$ cat src/abz_encoder_and_field_flags_unused_marker.sv
// Empty compilation unit that holds no logic.
`default_nettype none
`default_nettype wire

$ cat src/abz_field_pkg.sv
// Shared constants and types for the quadrature encoder and field flag block.
`default_nettype none

package abz_field_pkg;

  // ****************************************************************
  // Register addresses on the serial port
  // ****************************************************************
  localparam logic [4:0] ADDR_PULSES_PER_TURN_LOW  = 5'h04;
  localparam logic [4:0] ADDR_PULSES_PER_TURN_HIGH = 5'h05;
  localparam logic [4:0] ADDR_FIELD_THRESHOLDS     = 5'h06;
  localparam logic [4:0] ADDR_FIELD_FLAGS          = 5'h1B;

  // ****************************************************************
  // Reset values and field positions
  // ****************************************************************
  localparam logic [7:0] RST_PULSES_PER_TURN_LOW  = 8'hC0;
  localparam logic [7:0] RST_PULSES_PER_TURN_HIGH = 8'h0F;
  localparam logic [7:0] RST_FIELD_THRESHOLDS     = 8'h1C;

  localparam int PPT_LOW_MSB       = 7;
  localparam int PPT_LOW_LSB       = 6;
  localparam int PPT_HIGH_MSB      = 3;
  localparam int PPT_HIGH_LSB      = 0;
  localparam int INDEX_SHAPE_MSB   = 7;
  localparam int INDEX_SHAPE_LSB   = 4;
  localparam int LOW_THR_MSB       = 7;
  localparam int LOW_THR_LSB       = 5;
  localparam int HIGH_THR_MSB      = 4;
  localparam int HIGH_THR_LSB      = 2;
  localparam int FLAG_HIGH_BIT     = 7;
  localparam int FLAG_LOW_BIT      = 6;

  // ****************************************************************
  // Serial frame layout
  // ****************************************************************
  localparam int         FRAME_BITS = 16;
  localparam logic [2:0] CMD_READ   = 3'h2;
  localparam logic [2:0] CMD_WRITE  = 3'h4;

  // ****************************************************************
  // Timing
  // ****************************************************************
  localparam int unsigned CLK_FREQ_MHZ    = 100;
  localparam int unsigned UPDATE_FREQ_MHZ = 16;
  localparam int unsigned WRITE_TIME_MS   = 20;
  localparam int unsigned WRITE_CYCLES    = WRITE_TIME_MS * CLK_FREQ_MHZ * 1000;
  localparam logic [7:0]  ANGLE_HYST_LSB  = 8'h01;

  // ****************************************************************
  // Field trip points in mT, indexed by threshold code
  // ****************************************************************
  localparam logic [7:0] RISE_TRIP_MT [8] = '{8'h1A, 8'h29, 8'h38, 8'h46,
                                              8'h54, 8'h62, 8'h70, 8'h7E};
  localparam logic [7:0] FALL_TRIP_MT [8] = '{8'h14, 8'h23, 8'h32, 8'h40,
                                              8'h4E, 8'h5C, 8'h6A, 8'h78};

  typedef enum logic [1:0] {
    NVM_IDLE = 2'b00,
    NVM_BUSY = 2'b01
  } nvm_state_t;

endpackage

`default_nettype wire

$ cat src/update_tick_gen.sv
// Fractional divider giving the 16 MHz update enable from the reference clock.
`default_nettype none

module update_tick_gen
  import abz_field_pkg::*;
(
  input  wire logic ref_clk_in,
  input  wire logic rstn_in,
  output var  logic tick_out
);

  // The ratio is not whole, so a phase accumulator spreads the ticks evenly.
  localparam logic [7:0] STEP   = 8'(UPDATE_FREQ_MHZ);
  localparam logic [7:0] MODULO = 8'(CLK_FREQ_MHZ);

  logic [7:0] phase_r;
  logic [7:0] phase_sum;
  logic       wrap;

  assign phase_sum = phase_r + STEP;
  assign wrap      = (phase_sum >= MODULO);

  always_ff @(posedge ref_clk_in) begin
    if (!rstn_in) begin
      phase_r  <= 8'h00;
      tick_out <= 1'b0;
    end else begin
      phase_r  <= wrap ? (phase_sum - MODULO) : phase_sum;
      tick_out <= wrap;
    end
  end

endmodule // update_tick_gen

`default_nettype wire

$ cat src/field_flag_detect.sv
// One field strength flag with a rising and a falling trip point.
`default_nettype none

module field_flag_detect
  import abz_field_pkg::*;
#(
  parameter bit DETECT_HIGH = 1'b1
) (
  input  wire logic       ref_clk_in,
  input  wire logic       rstn_in,
  input  wire logic [7:0] field_in,
  input  wire logic [2:0] code_in,
  output var  logic       flag_out
);

  logic [7:0] rise_trip;
  logic [7:0] fall_trip;
  logic       above_rise;
  logic       below_fall;

  assign rise_trip  = RISE_TRIP_MT[code_in];
  assign fall_trip  = FALL_TRIP_MT[code_in];
  assign above_rise = (field_in > rise_trip);
  assign below_fall = (field_in < fall_trip);

  // Between the two trip points the flag keeps its state.
  always_ff @(posedge ref_clk_in) begin
    if (!rstn_in) begin
      flag_out <= 1'b0;
    end else if (DETECT_HIGH) begin
      if (above_rise) begin
        flag_out <= 1'b1;
      end else if (below_fall) begin
        flag_out <= 1'b0;
      end
    end else begin
      if (below_fall) begin
        flag_out <= 1'b1;
      end else if (above_rise) begin
        flag_out <= 1'b0;
      end
    end
  end

endmodule // field_flag_detect

`default_nettype wire

$ cat src/abz_encoder_and_field_flags.sv
// Quadrature encoder output, index, field flags and serial register access.
`default_nettype none

// Notes on behaviour
// - A and B square waves, quarter shifted
// - N pulses per turn, 1 to 64
// - Pulse count code split over 0x4, 0x5
// - Code k gives k+1 pulses, 4(k+1) edges
// - Reset default is 64 pulses per turn
// - Index once per turn at zero
// - Index shape field in register 0x5
// - Shape 0000: rise at B fall, half pulse
// - Angular hysteresis stops edge chatter
// - Output state recomputed at 16 MHz
// - High flag sets above high trip
// - Low flag sets below low trip
// - Both threshold codes in register 6
// - Eight codes, 26 to 126 mT, 6 lower falling
// - Flags use rising and falling trip points
// - Flags evaluated independently of each other
// - Flags in register 27 and on pins
// - Read of 27 answered next frame
module abz_encoder_and_field_flags
  import abz_field_pkg::*;
#(
  parameter int unsigned WRITE_WAIT_CYCLES = WRITE_CYCLES,
  parameter logic [7:0]  HYST_LSB          = ANGLE_HYST_LSB
) (
  input  wire logic       ref_clk_in,
  input  wire logic       rstn_in,
  input  wire logic [7:0] angle_in,
  input  wire logic [7:0] field_strength_in,
  input  wire logic       spi_sclk_in,
  input  wire logic       spi_cs_n_in,
  input  wire logic       spi_mosi_in,
  output var  logic       spi_miso_out,
  output var  logic       spi_miso_oe_out,
  output var  logic       enc_a_out,
  output var  logic       enc_b_out,
  output var  logic       enc_z_out,
  output var  logic       field_high_flag_out,
  output var  logic       field_low_flag_out
);

  import abz_field_pkg::*;

  // ****************************************************************
  // Functions for position arithmetic
  // ****************************************************************
  // Quarter-period index of an angle for a given edge count per turn.
  function automatic logic [7:0] quarter_of(input logic [7:0] ang, input logic [8:0] edges);
    logic [16:0] prod;
    prod = {9'h000, ang} * {8'h00, edges};
    return prod[15:8];
  endfunction

  // Distance x minus y, folded into the range 0 to edges-1.
  function automatic logic [7:0] mod_sub(input logic [7:0] x, input logic [7:0] y,
                                         input logic [8:0] edges);
    logic [8:0] diff;
    diff = {1'b0, x} - {1'b0, y};
    if (x < y) begin
      diff = diff + edges;
    end
    return diff[7:0];
  endfunction

  // ****************************************************************
  // Pin synchronisers
  // ****************************************************************
  localparam int PIN_SCLK = 0;
  localparam int PIN_CS_N = 1;
  localparam int PIN_MOSI = 2;

  logic [2:0] pin_raw;
  logic [2:0] pin_lvl_r;
  logic [2:0] pin_lvl_nxt;

  assign pin_raw = {spi_mosi_in, spi_cs_n_in, spi_sclk_in};

  genvar gi;
  generate
    for (gi = 0; gi < 3; gi++) begin : g_pin_sync
      logic [2:0] sync_r;
      always_ff @(posedge ref_clk_in) begin
        if (!rstn_in) begin
          sync_r <= (gi == PIN_CS_N) ? 3'h7 : 3'h0;
        end else begin
          sync_r <= {sync_r[1:0], pin_raw[gi]};
        end
      end
      // A change counts only once the second and third stages agree.
      assign pin_lvl_nxt[gi] = (sync_r[1] == sync_r[2]) ? sync_r[2] : pin_lvl_r[gi];
      always_ff @(posedge ref_clk_in) begin
        if (!rstn_in) begin
          pin_lvl_r[gi] <= (gi == PIN_CS_N) ? 1'b1 : 1'b0;
        end else begin
          pin_lvl_r[gi] <= pin_lvl_nxt[gi];
        end
      end
    end
  endgenerate

  logic cs_active;
  logic cs_fall;
  logic cs_rise;
  logic sclk_rise;
  logic sclk_fall;

  assign cs_active = ~pin_lvl_r[PIN_CS_N];
  assign cs_fall   = pin_lvl_r[PIN_CS_N] & ~pin_lvl_nxt[PIN_CS_N];
  assign cs_rise   = ~pin_lvl_r[PIN_CS_N] & pin_lvl_nxt[PIN_CS_N];
  assign sclk_rise = cs_active & ~pin_lvl_r[PIN_SCLK] & pin_lvl_nxt[PIN_SCLK];
  assign sclk_fall = cs_active & pin_lvl_r[PIN_SCLK] & ~pin_lvl_nxt[PIN_SCLK];

  // ****************************************************************
  // Configuration registers
  // ****************************************************************
  logic [1:0] ppt_low_r;
  logic [3:0] ppt_high_r;
  logic [3:0] index_shape_r;
  logic [2:0] low_thr_r;
  logic [2:0] high_thr_r;
  logic       field_high_flag;
  logic       field_low_flag;

  logic [7:0] flags_word;
  assign flags_word = {field_high_flag, field_low_flag, 6'h00};

  function automatic logic [7:0] reg_image(input logic [4:0] addr, input logic [1:0] p_lo,
                                           input logic [3:0] p_hi, input logic [3:0] shape,
                                           input logic [2:0] lo_t, input logic [2:0] hi_t,
                                           input logic [7:0] flags);
    logic [7:0] word;
    word = 8'h00;
    case (addr)
      ADDR_PULSES_PER_TURN_LOW: begin
        word[PPT_LOW_MSB:PPT_LOW_LSB] = p_lo;
      end
      ADDR_PULSES_PER_TURN_HIGH: begin
        word[PPT_HIGH_MSB:PPT_HIGH_LSB]       = p_hi;
        word[INDEX_SHAPE_MSB:INDEX_SHAPE_LSB] = shape;
      end
      ADDR_FIELD_THRESHOLDS: begin
        word[LOW_THR_MSB:LOW_THR_LSB]   = lo_t;
        word[HIGH_THR_MSB:HIGH_THR_LSB] = hi_t;
      end
      ADDR_FIELD_FLAGS: begin
        word = flags;
      end
      default: begin
        word = 8'h00;
      end
    endcase
    return word;
  endfunction

  // ****************************************************************
  // Serial frame shifter
  // ****************************************************************
  logic [15:0] rx_shift_r;
  logic [15:0] tx_shift_r;
  logic [4:0]  bit_cnt_r;
  logic        resp_is_reg_r;
  logic [4:0]  resp_addr_r;
  logic [15:0] resp_word;
  logic [7:0]  resp_reg_data;
  logic        frame_done;
  logic [2:0]  frame_cmd;
  logic [4:0]  frame_addr;
  logic [7:0]  frame_value;

  localparam logic [4:0] FULL_FRAME = 5'(FRAME_BITS);

  assign frame_done  = cs_rise & (bit_cnt_r == FULL_FRAME);
  assign frame_cmd   = rx_shift_r[15:13];
  assign frame_addr  = rx_shift_r[12:8];
  assign frame_value = rx_shift_r[7:0];

  // answer built when the next frame opens
  assign resp_reg_data = reg_image(resp_addr_r, ppt_low_r, ppt_high_r, index_shape_r,
                                   low_thr_r, high_thr_r, flags_word);
  assign resp_word     = resp_is_reg_r ? {resp_reg_data, 8'h00} : {angle_in, 8'h00};

  always_ff @(posedge ref_clk_in) begin
    if (!rstn_in) begin
      rx_shift_r      <= 16'h0000;
      tx_shift_r      <= 16'h0000;
      bit_cnt_r       <= 5'h00;
      spi_miso_out    <= 1'b0;
      spi_miso_oe_out <= 1'b0;
    end else if (cs_fall) begin
      tx_shift_r      <= resp_word;
      spi_miso_out    <= resp_word[15];
      bit_cnt_r       <= 5'h00;
      spi_miso_oe_out <= 1'b1;
    end else if (cs_rise) begin
      spi_miso_oe_out <= 1'b0;
    end else begin
      if (sclk_rise) begin
        rx_shift_r <= {rx_shift_r[14:0], pin_lvl_r[PIN_MOSI]};
        if (bit_cnt_r != FULL_FRAME) begin
          bit_cnt_r <= bit_cnt_r + 5'h01;
        end
      end
      if (sclk_fall && (bit_cnt_r != 5'h00)) begin
        tx_shift_r   <= {tx_shift_r[14:0], 1'b0};
        spi_miso_out <= tx_shift_r[14];
      end
    end
  end

  always_ff @(posedge ref_clk_in) begin
    if (!rstn_in) begin
      resp_is_reg_r <= 1'b0;
      resp_addr_r   <= 5'h00;
    end else if (frame_done) begin
      resp_is_reg_r <= (frame_cmd == CMD_READ) || (frame_cmd == CMD_WRITE);
      resp_addr_r   <= frame_addr;
    end
  end

  // ****************************************************************
  // Nonvolatile store emulation
  // ****************************************************************
  // A write lands only after the store time, so an early readback shows the old value.
  nvm_state_t  nvm_state_r;
  logic [21:0] nvm_cnt_r;
  logic [4:0]  wr_addr_r;
  logic [7:0]  wr_data_r;
  logic        wr_start;
  logic        commit;

  localparam logic [21:0] WAIT_LAST = 22'(WRITE_WAIT_CYCLES - 1);

  assign wr_start = frame_done && (frame_cmd == CMD_WRITE) && (nvm_state_r == NVM_IDLE);
  assign commit   = (nvm_state_r == NVM_BUSY) && (nvm_cnt_r == WAIT_LAST);

  always_ff @(posedge ref_clk_in) begin
    if (!rstn_in) begin
      nvm_state_r <= NVM_IDLE;
      nvm_cnt_r   <= 22'h000000;
      wr_addr_r   <= 5'h00;
      wr_data_r   <= 8'h00;
    end else begin
      case (nvm_state_r)
        NVM_IDLE: begin
          nvm_cnt_r <= 22'h000000;
          if (wr_start) begin
            wr_addr_r   <= frame_addr;
            wr_data_r   <= frame_value;
            nvm_state_r <= NVM_BUSY;
          end
        end
        NVM_BUSY: begin
          nvm_cnt_r <= nvm_cnt_r + 22'h000001;
          if (commit) begin
            nvm_state_r <= NVM_IDLE;
          end
        end
        default: begin
          nvm_state_r <= NVM_IDLE;
        end
      endcase
    end
  end

  // pulse count code split over two registers
  // low six bits are not stored
  always_ff @(posedge ref_clk_in) begin
    if (!rstn_in) begin
      ppt_low_r     <= RST_PULSES_PER_TURN_LOW[PPT_LOW_MSB:PPT_LOW_LSB];
      ppt_high_r    <= RST_PULSES_PER_TURN_HIGH[PPT_HIGH_MSB:PPT_HIGH_LSB];
      index_shape_r <= RST_PULSES_PER_TURN_HIGH[INDEX_SHAPE_MSB:INDEX_SHAPE_LSB];
      low_thr_r     <= RST_FIELD_THRESHOLDS[LOW_THR_MSB:LOW_THR_LSB];
      high_thr_r    <= RST_FIELD_THRESHOLDS[HIGH_THR_MSB:HIGH_THR_LSB];
    end else if (commit) begin
      if (wr_addr_r == ADDR_PULSES_PER_TURN_LOW) begin
        ppt_low_r <= wr_data_r[PPT_LOW_MSB:PPT_LOW_LSB];
      end
      if (wr_addr_r == ADDR_PULSES_PER_TURN_HIGH) begin
        ppt_high_r    <= wr_data_r[PPT_HIGH_MSB:PPT_HIGH_LSB];
        index_shape_r <= wr_data_r[INDEX_SHAPE_MSB:INDEX_SHAPE_LSB];
      end
      if (wr_addr_r == ADDR_FIELD_THRESHOLDS) begin
        low_thr_r  <= wr_data_r[LOW_THR_MSB:LOW_THR_LSB];
        high_thr_r <= wr_data_r[HIGH_THR_MSB:HIGH_THR_LSB];
      end
    end
  end

  // ****************************************************************
  // Quadrature position tracking
  // ****************************************************************
  logic       update_tick;
  logic [5:0] pulses_per_turn_code;
  logic [8:0] edges_per_turn;
  logic [7:0] pos_r;
  logic [7:0] pos_nxt;
  logic [7:0] q_minus;
  logic [7:0] q_plus;
  logic [7:0] q_now;
  logic [7:0] last_pos;
  logic       pos_hold;
  logic       step_fwd;
  logic       pos_out_of_range;

  update_tick_gen u_update_tick (
    .ref_clk_in (ref_clk_in),
    .rstn_in    (rstn_in),
    .tick_out   (update_tick)
  );

  assign pulses_per_turn_code = {ppt_high_r, ppt_low_r};
  assign edges_per_turn       = ({3'h0, pulses_per_turn_code} + 9'h001) << 2;
  assign last_pos             = 8'(edges_per_turn - 9'h001);

  // window of plus and minus hysteresis
  assign q_minus  = quarter_of(angle_in - HYST_LSB, edges_per_turn);
  assign q_plus   = quarter_of(angle_in + HYST_LSB, edges_per_turn);
  assign q_now    = quarter_of(angle_in, edges_per_turn);
  assign pos_hold = mod_sub(pos_r, q_minus, edges_per_turn)
                    <= mod_sub(q_plus, q_minus, edges_per_turn);
  assign step_fwd = mod_sub(q_minus, pos_r, edges_per_turn)
                    <= mod_sub(pos_r, q_plus, edges_per_turn);
  assign pos_out_of_range = ({1'b0, pos_r} >= edges_per_turn);

  // One quarter step per update unless the position lies past the turn end, so a large jump walks through every edge.
  always_comb begin
    pos_nxt = pos_r;
    if (pos_out_of_range) begin
      pos_nxt = q_now;
    end else if (!pos_hold) begin
      if (step_fwd) begin
        pos_nxt = (pos_r == last_pos) ? 8'h00 : pos_r + 8'h01;
      end else begin
        pos_nxt = (pos_r == 8'h00) ? last_pos : pos_r - 8'h01;
      end
    end
  end

  // position moves only on the update tick
  always_ff @(posedge ref_clk_in) begin
    if (!rstn_in) begin
      pos_r <= 8'h00;
    end else if (update_tick) begin
      pos_r <= pos_nxt;
    end
  end

  // ****************************************************************
  // Output shaping
  // ****************************************************************
  logic [7:0] index_offset;
  logic [7:0] index_width;
  logic [7:0] index_rel;

  // default offset 0 and width of two quarters
  assign index_offset = {6'h00, index_shape_r[1:0]};
  assign index_width  = {6'h00, index_shape_r[3:2] + 2'h1} + 8'h01;
  assign index_rel    = mod_sub(pos_r, index_offset, edges_per_turn);

  always_ff @(posedge ref_clk_in) begin
    if (!rstn_in) begin
      enc_a_out <= 1'b0;
      enc_b_out <= 1'b0;
      enc_z_out <= 1'b0;
    end else begin
      // Gray sequence keeps B a quarter behind A
      enc_a_out <= pos_r[0] ^ pos_r[1];
      enc_b_out <= pos_r[1];
      // index tied to start of turn
      enc_z_out <= (index_rel < index_width);
    end
  end

  // ****************************************************************
  // Field flags
  // ****************************************************************
  // high flag detector
  field_flag_detect #(
    .DETECT_HIGH (1'b1)
  ) u_flag_high (
    .ref_clk_in (ref_clk_in),
    .rstn_in    (rstn_in),
    .field_in   (field_strength_in),
    .code_in    (high_thr_r),
    .flag_out   (field_high_flag)
  );

  field_flag_detect #(
    .DETECT_HIGH (1'b0)
  ) u_flag_low (
    .ref_clk_in (ref_clk_in),
    .rstn_in    (rstn_in),
    .field_in   (field_strength_in),
    .code_in    (low_thr_r),
    .flag_out   (field_low_flag)
  );

  always_ff @(posedge ref_clk_in) begin
    if (!rstn_in) begin
      field_high_flag_out <= 1'b0;
      field_low_flag_out  <= 1'b0;
    end else begin
      field_high_flag_out <= field_high_flag;
      field_low_flag_out  <= field_low_flag;
    end
  end

endmodule // abz_encoder_and_field_flags

`default_nettype wire

$ cat config.mk
export PLATFORM = sky130hd
export DESIGN_NAME = abz_encoder_and_field_flags
export DESIGN_NICKNAME = d
export VERILOG_FILES = /design/src/abz_encoder_and_field_flags_unused_marker.sv /design/src/abz_field_pkg.sv /design/src/update_tick_gen.sv /design/src/field_flag_detect.sv /design/src/abz_encoder_and_field_flags.sv
export SDC_FILE = /design/constraint.sdc
export NUM_CORES = 1
export LEC_CHECK = 0
export ABC_CLOCK_PERIOD_IN_PS = 14600
export BUFFER_PORTS_ARGS = -buffer_cell sky130_fd_sc_hd__clkbuf_2
export CAP_MARGIN = 25
export CORE_MARGIN = 3
export CORE_UTILIZATION = 26
export CTS_CLUSTER_DIAMETER = 200
export DETAILED_ROUTE_END_ITERATION = 7
export SETUP_SLACK_MARGIN = 0.02
export SYNTH_ARGS = -nofsm -noshare
export SYNTH_HDL_FRONTEND = slang
export SYNTH_SLANG_ARGS = --single-unit
$ cat constraint.sdc
create_clock -name ref_clk_in -period 14.6 [get_ports ref_clk_in]
set_clock_uncertainty 0.15 [all_clocks]
set_input_delay 2.92 -clock ref_clk_in [delete_from_list [all_inputs] [get_ports ref_clk_in]]
set_output_delay 2.92 -clock ref_clk_in [all_outputs]
set_load 0.05 [all_outputs]
==> results.rst, run 1 <==
.. list-table::
   :header-rows: 1

   * - Metric
     - Value
   * - Floorplan core area
     - 54500 µm²
   * - Yosys warnings
     - 0
   * - Final Max Tran Viols
     - 0
   * - Routed wire length
     - 36800 µm
   * - Mapped cell area
     - 14500 µm²
   * - I/O Buffers
     - 27
   * - Post-route DRC
     - 0
   * - Flop pwr share
     - 32.2%
   * - Non-filler instance count after layout
     - 2447
   * - Total of endpoints with negative setup slack in the final report
     - 0
   * - Cell Count Post-Placement
     - 2414
   * - Fraction of final layout cells with drive strength greater than 1
     - 6.33%
   * - TNS Setup
     - 0 ns
   * - Worst EP arrival
     - 12.28 ns
   * - R2R cell count
     - 39
   * - Latest clock arrival within the worst-skew pair
     - 0.41 ns
   * - Detailed placement HPWL
     - 28700 µm
   * - Sequential fraction of the synthesis area
     - 16.9%
   * - Pwr dens
     - 68.9 nW/µm²
   * - Hold Fails Final Rpt
     - 0
   * - Comb pwr share
     - 30.2%
   * - Post-Route Utilization
     - 29.3%
   * - Top library cells by usage in the layout, fill and taps aside
     - sky130_fd_sc_hd__ha_1, sky130_fd_sc_hd__nor2_1, sky130_fd_sc_hd__inv_1
   * - Worst rel slew slack
     - 36.9%
   * - Total of cells resized after clock tree synthesis
     - 0
   * - Fill cell count
     - 5844
   * - Critical path fanouts, max
     - 13
   * - TritonCTS sink count
     - 122
   * - Startpoint class of the critical path
     - primary input
   * - Vias per std cell
     - 4.78
   * - Pint
     - 0.000727 W
   * - Initial core utilization
     - 26.5%
   * - Post-Synthesis Net Count
     - 2029
   * - Die width
     - 242 µm
   * - Portion of total power attributed to the clock network
     - 37.6%
   * - Tcrit/Tclk final
     - 82.7%
   * - Avg WL per Cell
     - 15.0 µm
   * - Setup crit end kind
     - flip-flop
   * - Per-instance average area after synthesis
     - 8.51 µm²
   * - Capture point of the critical path
     - pos_r[3]
   * - H-Tree Depth
     - 4
   * - Yosys cell types
     - 84
   * - Final layout net count
     - 2025
   * - Starting DRC count in detailed routing
     - 642
   * - Full die area
     - 58500 µm²
   * - Leakage power
     - 7.75 nW
   * - Worst path slowest cell
     - sky130_fd_sc_hd__fa_1
   * - Final WS setup
     - 2.53 ns
   * - Placer congestion estimate
     - 0.873
   * - Count of flip-flops with a built-in enable after synthesis
     - 0
   * - Clock-pin slew reported for the worst setup and hold paths after clock tree synthesis
     - 0.06 ns
   * - Ports placed on the boundary
     - 28
   * - Worst path max stage delay
     - 0.54 ns
   * - Net load switching power
     - 0.000373 W
   * - Max Clk Rate
     - 0.0828 GHz
   * - Vias post-DR
     - 11700
   * - Root Buffer Master
     - sky130_fd_sc_hd__clkbuf_16
   * - Hold crit path type
     - reg2reg
   * - Number of rows in the core area
     - 85
   * - Number of detailed-routing iterations run before antenna repair
     - 5
   * - CTS tree
     - yes
   * - Worst-case register-to-register setup slack
     - 4.13 ns
   * - Critical path start-end classification
     - in2reg
   * - Slew of the pin with the lowest slew margin
     - 0.943 ns
   * - RSZ-0062 raised after global routing
     - false
   * - Wire length of the first global-routing pass
     - 60800 µm
   * - Maximum number of pins on one net before global-route repair
     - 68
   * - Post-layout min period
     - 12.07 ns
   * - Remaining Overflow, GRT
     - 0
   * - Required @ worst endpoint
     - 14.81 ns
   * - Maxcap violations
     - 0
   * - Area growth from synthesis to layout
     - 10.4%
   * - Setup Fix Bufs, Post-CTS
     - 0
   * - DRT antenna net count
     - 0
   * - Most common cell after layout, fill and taps aside
     - sky130_fd_sc_hd__ha_1
   * - TritonCTS buffer count
     - 17
   * - Total power after layout
     - 0.00110 W
   * - Number of antenna violations at the first check in global routing
     - 1
   * - Maximum buffer depth of the clock tree
     - 2
   * - Critical register-to-register path endpoint
     - pos_r[3]
   * - Number of global-route vias before repair
     - 12000
   * - Hold_buf cts
     - 0
   * - Number of standard cells after synthesis
     - 1698
   * - Chip height
     - 242 µm
   * - Critical R2R Launch
     - ppt_low_r[1]
   * - Outcome
     - finished, final reports clean
   * - Worst vdd ir
     - 0.0903 mV
   * - Global routing usage summed across all routing layers
     - 12.5%
   * - Top_reg_cell synth
     - sky130_fd_sc_hd__dfxtp_1
   * - Synthesis-stage register bit count
     - 122
   * - Setup slack after placement
     - 2.18 ns
   * - Launch point of the worst path
     - angle_in[0]
   * - Switching share of total power
     - 33.9%
   * - Synth async-reset ratio
     - 0%
==> synthesized netlist by cell type (all sizes together) (6+ instances only) <==
cell type,n,area [µm²]
nand3,36,180
o21bai,14,105
clkbuf,50,188
fa,91,1820
buf,9,36.3
nand4,14,87.6
o21ai,40,215
nor3,26,141
nor2b,23,144
a21oi,77,385
mux2,9,120
o21a,13,97.6
nor2,214,820
and2,24,150
dfxtp,122,2440
xnor2,93,815
a21o,34,255
nand2,130,488
a22oi,6,45.0
inv,172,646
mux2i,76,761
xor2,50,445
o211ai,7,52.6
nand2b,20,125
a211oi,15,118
or2,9,56.3
and3,12,75.1
ha,219,2740
==> per-stage QoR <==
stage / area, µm² / hold WS [ns]
finish: 16000 / 0.258
CTS: 16000 / 0.259
floorplan: 14500 / 0.236
global route: 16000 / 0.325
detailed placement: 15400 / 0.246
global placement: 15400 / 0.241
==> worst min path at each step <==
stage	from	endpoint	slack, ns	cells past startpoint
6_report	g_pin_sync[1].sync_r[0]	g_pin_sync[1].sync_r[1]	0.26	1
5_1_grt	g_pin_sync[0].sync_r[0]	g_pin_sync[0].sync_r[1]	0.33	1
4_1_cts	g_pin_sync[1].sync_r[0]	g_pin_sync[1].sync_r[1]	0.26	1
3_5_place_dp	g_pin_sync[1].sync_r[0]	g_pin_sync[1].sync_r[1]	0.25	1
3_3_place_gp	g_pin_sync[1].sync_r[0]	g_pin_sync[1].sync_r[1]	0.24	1
2_1_floorplan	g_pin_sync[1].sync_r[0]	g_pin_sync[1].sync_r[1]	0.24	1
==> cells by family (layout without fill, tap and decap cells) <==
| family | Yosys count | in the layout | synth area share [%] |
|---|---|---|---|
| buffers and inverters | 232 | 241 | 6.04 |
| XOR/XNOR | 148 | 148 | 9.50 |
| flip-flops | 122 | 122 | 16.9 |
| AND/OR/NAND/NOR | 542 | 542 | 17.8 |
| other | 0 | 1 | 0 |
| multiplexers | 85 | 85 | 6.09 |
| adder cells (fa/ha/maj) | 311 | 311 | 31.6 |
| AO/OA/AOI/OAI | 258 | 258 | 12.1 |
==> power by group through the flow <==
stage                     sequential (W)  combinational [W]  clock (W)
after floorplan                 0.000360           0.000254          0
after global placement          0.000361           0.000321          0
after detailed placement        0.000362           0.000329          0
after CTS                       0.000354           0.000332   0.000419
after global routing            0.000355           0.000373   0.000434
final                           0.000354           0.000332   0.000413
==> state kept, by name, summed over array words and instances (netlist names), 4 cells and up <==
| signal | count |
|---|---|
| nvm_cnt_r | 22 |
| rx_shift_r | 16 |
| g_pin_sync.sync_r | 9 |
| pos_r | 8 |
| wr_data_r | 8 |
| tx_shift_r | 7 |
| u_update_tick.phase_r | 6 |
| bit_cnt_r | 5 |
| resp_addr_r | 5 |
| wr_addr_r | 5 |
| index_shape_r | 4 |
| ppt_high_r | 4 |
==> layer usage <==
| metal | GRT usage (%) | up-vias | share of wire (%) | routed length [µm] |
|---|---|---|---|---|
| met1 | 15.8 | 5711 | 46 | 16800 |
| li1 | - | 5717 | - | - |
| met4 | 2.90 | 2 | 1.6 | 575 |
| met3 | 2.04 | 54 | 4.0 | 1490 |
| met5 | 0 | - | 0.035 | 13 |
| met2 | 22.2 | 222 | 49 | 17900 |
==> layout make-up <==
cell class / instances / area (µm²) / share of cell area (%)
antenna: 1 / 2.50 / 0.0157
inverter: 173 / 649 / 4.07
sequential: 122 / 2440 / 15.3
clock inverter: 13 / 133 / 0.831
tap: 739 / 925 / 5.79
multi-input combinational: 1344 / 11200 / 69.9
clock buffer: 19 / 453 / 2.84
timing repair buffer: 36 / 203 / 1.27
==> worst max-delay path, delay by kind of cell <==
kind / cells / cell delay (ns)
fa+ha+maj: 9 / 3.52
compound gates: 9 / 1.95
xor+xnor: 6 / 1.56
simple gates: 9 / 1.54
buf+inv: 6 / 0.75
Note: power is estimated with default switching activity, not from simulation.
==> run 2: changes to the inputs <==
- ABC_AREA: unset -> 1
- ABC_CLOCK_PERIOD_IN_PS: 14600 -> 11200
- clock period: 14.6 -> 11.2 ns (I/O delays scaled with it)
==> run 2 against run 1 <==
Die area rose by 1.4%. Synthesized cell count up 21%. Cell area increased by 1.5%. Count of clock-buffer cells in the layout is 1 lower. Sequential power rose by 31%. Worst hold slack gained 0.0025 ns. First-iteration DRC count rose by 10%. Core utilization decreased by 0.081 points. Critical path depth is 12 higher. Worst setup slack worse by 1.7 ns. Critical path type unchanged. Critical endpoint is now pos_r[0].
==> results.rst, run 2 <==
.. list-table::
   :header-rows: 1

   * - Metric
     - Value
   * - Required @ worst endpoint
     - 11.37 ns
   * - Sequential fraction of the synthesis area
     - 16.7%
   * - TritonCTS sink count
     - 122
   * - Number of standard cells after synthesis
     - 2053
   * - Total of endpoints with negative setup slack in the final report
     - 0
   * - Full die area
     - 59300 µm²
   * - Fill cell count
     - 6085
   * - Ports placed on the boundary
     - 28
   * - Pwr dens
     - 86.8 nW/µm²
   * - Diode insertion count for antenna repair
     - 0
   * - Largest registers in the final layout
     - nvm_cnt_r: 22 flops, rx_shift_r: 16 flops, g_pin_sync.sync_r: 9 flops
   * - Most frequently used cell type in the post-synthesis netlist
     - sky130_fd_sc_hd__nand2_1
   * - Yosys warnings
     - 0
   * - Synth async-reset ratio
     - 0%
   * - Vias post-DR
     - 13000
   * - Area share of the largest cell type after synthesis
     - 18.7%
   * - Post-Route Utilization
     - 29.2%
   * - Largest cells by area after synthesis
     - sky130_fd_sc_hd__ha_1, sky130_fd_sc_hd__dfxtp_1, sky130_fd_sc_hd__fa_1
   * - Post-route DRC
     - 0
   * - Switching share of total power
     - 35.9%
   * - Critical path start-end classification
     - in2reg
   * - Maxcap violations
     - 0
   * - Largest register FFs
     - 22
   * - Most flops, register
     - nvm_cnt_r
   * - Synthesis-stage register bit count
     - 122
   * - Routed wire length
     - 38400 µm
   * - Top library cells by usage in the layout, fill and taps aside
     - sky130_fd_sc_hd__nand2_1, sky130_fd_sc_hd__inv_1, sky130_fd_sc_hd__ha_1
   * - Area growth from synthesis to layout
     - 10.5%
   * - Fraction of final layout cells with drive strength greater than 1
     - 5.87%
   * - TNS Setup
     - 0 ns
   * - Setup crit end kind
     - flip-flop
   * - Floorplan core area
     - 55400 µm²
   * - H-Tree Depth
     - 4
   * - Starting DRC count in detailed routing
     - 709
   * - Detailed placement HPWL
     - 30300 µm
   * - Startpoint class of the critical path
     - primary input
   * - Worst vdd ir
     - 0.0999 mV
   * - Chip height
     - 243 µm
   * - Flop pwr share
     - 33.0%
   * - Maximum number of pins on one net before global-route repair
     - 66
   * - Count of flip-flops with a built-in enable after synthesis
     - 0
   * - Placer congestion estimate
     - 0.870
   * - Global routing usage summed across all routing layers
     - 12.9%
   * - Number of global-route vias before repair
     - 12400
   * - Tcrit/Tclk final
     - 92.7%
   * - Critical path fanouts, max
     - 13
   * - Hold Fails Final Rpt
     - 0
   * - Hold_buf cts
     - 0
   * - Avg WL per Cell
     - 13.6 µm
   * - Final layout net count
     - 2396
   * - Root Buffer Master
     - sky130_fd_sc_hd__clkbuf_16
   * - Worst EP arrival
     - 10.55 ns
   * - Remaining Overflow, GRT
     - 0
   * - TritonCTS buffer count
     - 17
   * - Net load switching power
     - 0.000505 W
   * - Mapped cell area
     - 14700 µm²
   * - Wire length of the first global-routing pass
     - 62900 µm
   * - Top_reg_cell synth
     - sky130_fd_sc_hd__dfxtp_1
   * - Final Max Tran Viols
     - 0
   * - Largest area contributor in the netlist
     - sky130_fd_sc_hd__ha_1
   * - I/O Buffers
     - 27
   * - Worst path max stage delay
     - 0.55 ns
   * - Most frequent CP cell
     - sky130_fd_sc_hd__nand2_1
   * - Number of detailed-routing iterations run before antenna repair
     - 5
   * - Number of rows in the core area
     - 86
   * - RSZ-0062 raised after global routing
     - false
   * - Outcome
     - finished, final reports clean
   * - CTS tree
     - yes
   * - Die width
     - 243 µm
   * - Post-Synthesis Net Count
     - 2384
   * - Post-layout min period
     - 10.38 ns
   * - Worst rel slew slack
     - 49.9%
   * - Initial core utilization
     - 26.5%
   * - Clock-pin slew reported for the worst setup and hold paths after clock tree synthesis
     - 0.06 ns
   * - Hold crit path type
     - reg2reg
   * - Max Clk Rate
     - 0.0964 GHz
   * - Comb pwr share
     - 30.7%
   * - Slew of the pin with the lowest slew margin
     - 0.751 ns
   * - Number of antenna violations at the first check in global routing
     - 0
   * - Maximum buffer depth of the clock tree
     - 2
   * - Portion of total power attributed to the clock network
     - 36.3%
   * - Pint
     - 0.000901 W
   * - Ranking of synthesized cells by instance count
     - sky130_fd_sc_hd__nand2_1, sky130_fd_sc_hd__inv_1, sky130_fd_sc_hd__ha_1
   * - Worst path slowest cell
     - sky130_fd_sc_hd__fa_1
   * - Leakage power
     - 8.16 nW
   * - Vias per std cell
     - 4.60
   * - Yosys cell types
     - 59
   * - Per-instance average area after synthesis
     - 7.14 µm²
   * - Most common cell after layout, fill and taps aside
     - sky130_fd_sc_hd__nand2_1
   * - DRT antenna net count
     - 0
   * - Latest clock arrival within the worst-skew pair
     - 0.42 ns
   * - Setup Fix Bufs, Post-CTS
     - 0
run 2: final timing paths:
check	startpoint	end	cells past startpoint	slack, ns
setup / recovery	angle_in[2]	pos_r[0]	51	0.82
hold / removal	g_pin_sync[1].sync_r[0]	g_pin_sync[1].sync_r[1]	1	0.26
hold reg to reg	g_pin_sync[1].sync_r[0]	g_pin_sync[1].sync_r[1]	1	0.26
setup reg to reg	ppt_low_r[0]	pos_r[0]	52	2.06
run 2: final cells by class:
cell class,instances,area (µm²),share of cell area (%)
tap,748,936,5.78
multi-input combinational,1545,10700,66.3
sequential,122,2440,15.1
inverter,335,1270,7.83
clock buffer,18,439,2.71
clock inverter,14,114,0.703
timing repair buffer,44,263,1.62
run 2: kinds of logic (layout without fill, tap and decap cells):
logic type	count (synthesis)	in the layout	synth area share (%)
adder cells (fa/ha/maj)	310	310	31.1
buffers and inverters	386	411	10.2
flip-flops	122	122	16.7
AO/OA/AOI/OAI	325	325	12.3
AND/OR/NAND/NOR	806	806	23.5
multiplexers	3	3	0.222
XOR/XNOR	101	101	6.09
run 2: per-layer routing:
metal	wire length (µm)	vias to the layer above	share of wire, %	track usage (%)
met4	952	0	2.5	4.18
met1	17800	6009	46	17.0
met3	1780	65	4.6	1.76
met2	17900	284	47	21.9
li1	-	6654	-	-
met5	0	-	0	0
run 2: stage by stage:
step                setup WS (ns)  area [µm²]  instances  power, W  hold WS [ns]
floorplan                    1.34       14700       2053  0.000798         0.240
global placement            0.415       15600       2794  0.000900         0.245
detailed placement          0.363       15600       2794  0.000900         0.247
CTS                         0.771       16200       2826   0.00142         0.261
global route               0.0676       16200       2826   0.00151         0.270
finish                      0.822       16200       2826   0.00141         0.260
run 2: worst max-delay path, delay by kind of cell:
kind,cells,cell delay (ns)
xor+xnor,2,0.35
fa+ha+maj,8,3.28
simple gates,22,2.48
compound gates,8,1.10
buf+inv,11,1.07
run 2: power groups by stage:
stage | registers (W) | logic (W) | clock network (W)
after CTS | 0.000463 | 0.000431 | 0.000522
after floorplan | 0.000471 | 0.000327 | 0
after global placement | 0.000473 | 0.000428 | 0
after detailed placement | 0.000473 | 0.000427 | 0
after global routing | 0.000465 | 0.000500 | 0.000544
final | 0.000464 | 0.000432 | 0.000510
run 2: timing repair:
action | CTS | global route
gates resized for setup | 0 | 5
hold endpoints to repair | 0 | 0
endpoints found under the setup margin | 0 | 8
==> run 3: changes to the inputs <==
- CORE_MARGIN: 3 -> 2
==> run 3 against run 2 <==
Via count about the same. Worst setup slack got worse by 0.059 ns. Worst hold slack got worse by 0.0057 ns. Core utilization decreased by 0.12 points. Critical path depth decreased by 3. Sequential power about the same. Clock power increased by 14%. Flip-flop and latch count unchanged. Highest routed layer unchanged.
==> results.rst, run 3 (synthesized netlist as in run 2, its figures left out) <==
.. list-table::
   :header-rows: 1

   * - Metric
     - Value
   * - Startpoint class of the critical path
     - primary input
   * - Top library cells by usage in the layout, fill and taps aside
     - sky130_fd_sc_hd__nand2_1, sky130_fd_sc_hd__inv_1, sky130_fd_sc_hd__ha_1
   * - Number of detailed-routing iterations run before antenna repair
     - 5
   * - CTS tree
     - yes
   * - Root Buffer Master
     - sky130_fd_sc_hd__clkbuf_16
   * - Wire length of the first global-routing pass
     - 63400 µm
   * - Maximum buffer depth of the clock tree
     - 2
   * - Worst vdd ir
     - 0.120 mV
   * - Combined area of the multi-input logic cells
     - 10700 µm²
   * - TritonCTS sink count
     - 122
   * - Max Clk Rate
     - 0.0958 GHz
   * - Area of placed instances
     - 15700 µm²
   * - Leakage power
     - 8.23 nW
   * - Tcrit/Tclk final
     - 93.2%
   * - Starting DRC count in detailed routing
     - 833
   * - Most frequent CP cell
     - sky130_fd_sc_hd__nand2_1
   * - I/O Buffers
     - 27
   * - Number of antenna violations at the first check in global routing
     - 0
   * - Routed wire length
     - 38700 µm
   * - Vias post-DR
     - 13000
   * - DRT antenna net count
     - 0
   * - Setup Fix Bufs, Post-CTS
     - 0
   * - RSZ-0062 raised after global routing
     - false
   * - Global routing usage summed across all routing layers
     - 13.6%
   * - Launch point of the worst path
     - angle_in[1]
   * - Number of rows in the core area
     - 87
   * - Chip height
     - 241 µm
   * - Initial core utilization
     - 26.2%
   * - Die width
     - 241 µm
   * - Worst path max stage delay
     - 0.55 ns
   * - Fraction of final layout cells with drive strength greater than 1
     - 5.95%
   * - Remaining Overflow, GRT
     - 0
   * - Detailed placement HPWL
     - 30600 µm
   * - Post-route DRC
     - 0
   * - Full die area
     - 58300 µm²
   * - Slew of the pin with the lowest slew margin
     - 0.897 ns
   * - Post-layout min period
     - 10.44 ns
   * - Maxcap violations
     - 0
   * - Hold_buf cts
     - 0
   * - Largest register FFs
     - 22
   * - Final Max Tran Viols
     - 0
   * - Hold Fails Final Rpt
     - 0
   * - Startpoint of the tightest hold check path
     - g_pin_sync[1].sync_r[0]
   * - Final layout net count
     - 2401
   * - Comb pwr share
     - 29.3%
   * - Largest registers in the final layout
     - nvm_cnt_r: 22 flops, rx_shift_r: 16 flops, g_pin_sync.sync_r: 9 flops
   * - Pint
     - 0.000993 W
   * - H-Tree Depth
     - 4
   * - Avg WL per Cell
     - 13.6 µm
   * - Total of endpoints with negative setup slack in the final report
     - 0
   * - Critical path fanouts, max
     - 11
   * - TNS Setup
     - 0 ns
   * - TritonCTS buffer count
     - 17
   * - Critical path start-end classification
     - in2reg
   * - Most common cell after layout, fill and taps aside
     - sky130_fd_sc_hd__nand2_1
   * - Area growth from synthesis to layout
     - 11.3%
   * - Fill cell count
     - 6117
   * - Total power after layout
     - 0.00148 W
   * - Placer congestion estimate
     - 0.887
   * - Worst rel slew slack
     - 40.2%
   * - Total of cells resized after clock tree synthesis
     - 0
   * - Maximum number of pins on one net before global-route repair
     - 64
   * - Clock-pin slew reported for the worst setup and hold paths after clock tree synthesis
     - 0.06 ns
   * - Worst EP arrival
     - 10.63 ns
   * - Required @ worst endpoint
     - 11.39 ns
   * - Critical R2R Launch
     - ppt_low_r[1]
   * - Setup crit end kind
     - flip-flop
   * - Portion of total power attributed to the clock network
     - 39.3%
   * - Most flops, register
     - nvm_cnt_r
   * - Floorplan core area
     - 56100 µm²
   * - Latest clock arrival within the worst-skew pair
     - 0.41 ns
   * - Worst path slowest cell
     - sky130_fd_sc_hd__fa_1
   * - Number of global-route vias before repair
     - 12300
   * - Final standard cell area without fillers
     - 16300 µm²
   * - Net load switching power
     - 0.000486 W
   * - Ports placed on the boundary
     - 28
   * - Diode insertion count for antenna repair
     - 0
   * - Storage cell area
     - 2440 µm²
   * - Vias per std cell
     - 4.58
   * - Flop pwr share
     - 31.3%
   * - Pwr dens
     - 90.6 nW/µm²
   * - Outcome
     - finished, final reports clean
   * - Switching share of total power
     - 32.9%
   * - Hold crit path type
     - reg2reg
==> run 3: power groups by stage <==
stage | clock network (W) | logic (W) | registers (W)
after global routing | 0.000613 | 0.000502 | 0.000465
after floorplan | 0 | 0.000327 | 0.000471
final | 0.000582 | 0.000434 | 0.000463
after CTS | 0.000596 | 0.000434 | 0.000463
after detailed placement | 0 | 0.000431 | 0.000472
after global placement | 0 | 0.000429 | 0.000473
==> run 3: path summary, 6_finish.rpt <==
check	cells past startpoint	slack, ns	end
max	48	0.76	pos_r[7]
min	1	0.25	g_pin_sync[1].sync_r[1]
max reg2reg	48	1.66	pos_r[7]
min reg2reg	1	0.25	g_pin_sync[1].sync_r[1]
==> run 3: critical path: cells and delay by family <==
family / cells / cell delay (ns)
adders and majority gates: 8 / 3.14
buffers and inverters: 10 / 1.00
and+or+nand+nor: 19 / 2.29
AOI/OAI and AO/OA: 8 / 1.27
xor gates and xnor gates: 3 / 0.66
==> run 3: routing by layer <==
metal  global-route usage [%]  routed length [µm]
met1                     18.2               18200
met3                     1.19                1330
met2                     22.8               18200
met4                     4.62                1030
met5                        0                   0
==> run 3: cell type report <==
type,count,area share (%)
Tap cell,756,5.80
Clock buffer,21,2.82
Inverter,335,7.77
Timing Repair Buffer,49,1.84
Multi-Input combinational cell,1545,65.8
Sequential cell,122,15.0
Clock inverter,11,1.03
==> run 3: through the flow <==
step	std cells	util [%]	hold WS, ns	worst slack (ns)
after floorplan	2053	-	0.240	1.34
after global placement	2807	28.0	0.244	0.529
after detailed placement	2807	28.0	0.249	0.438
after CTS	2839	29.1	0.257	0.858
after global routing	2839	29.1	0.272	0.0332
final	2839	29.1	0.255	0.763
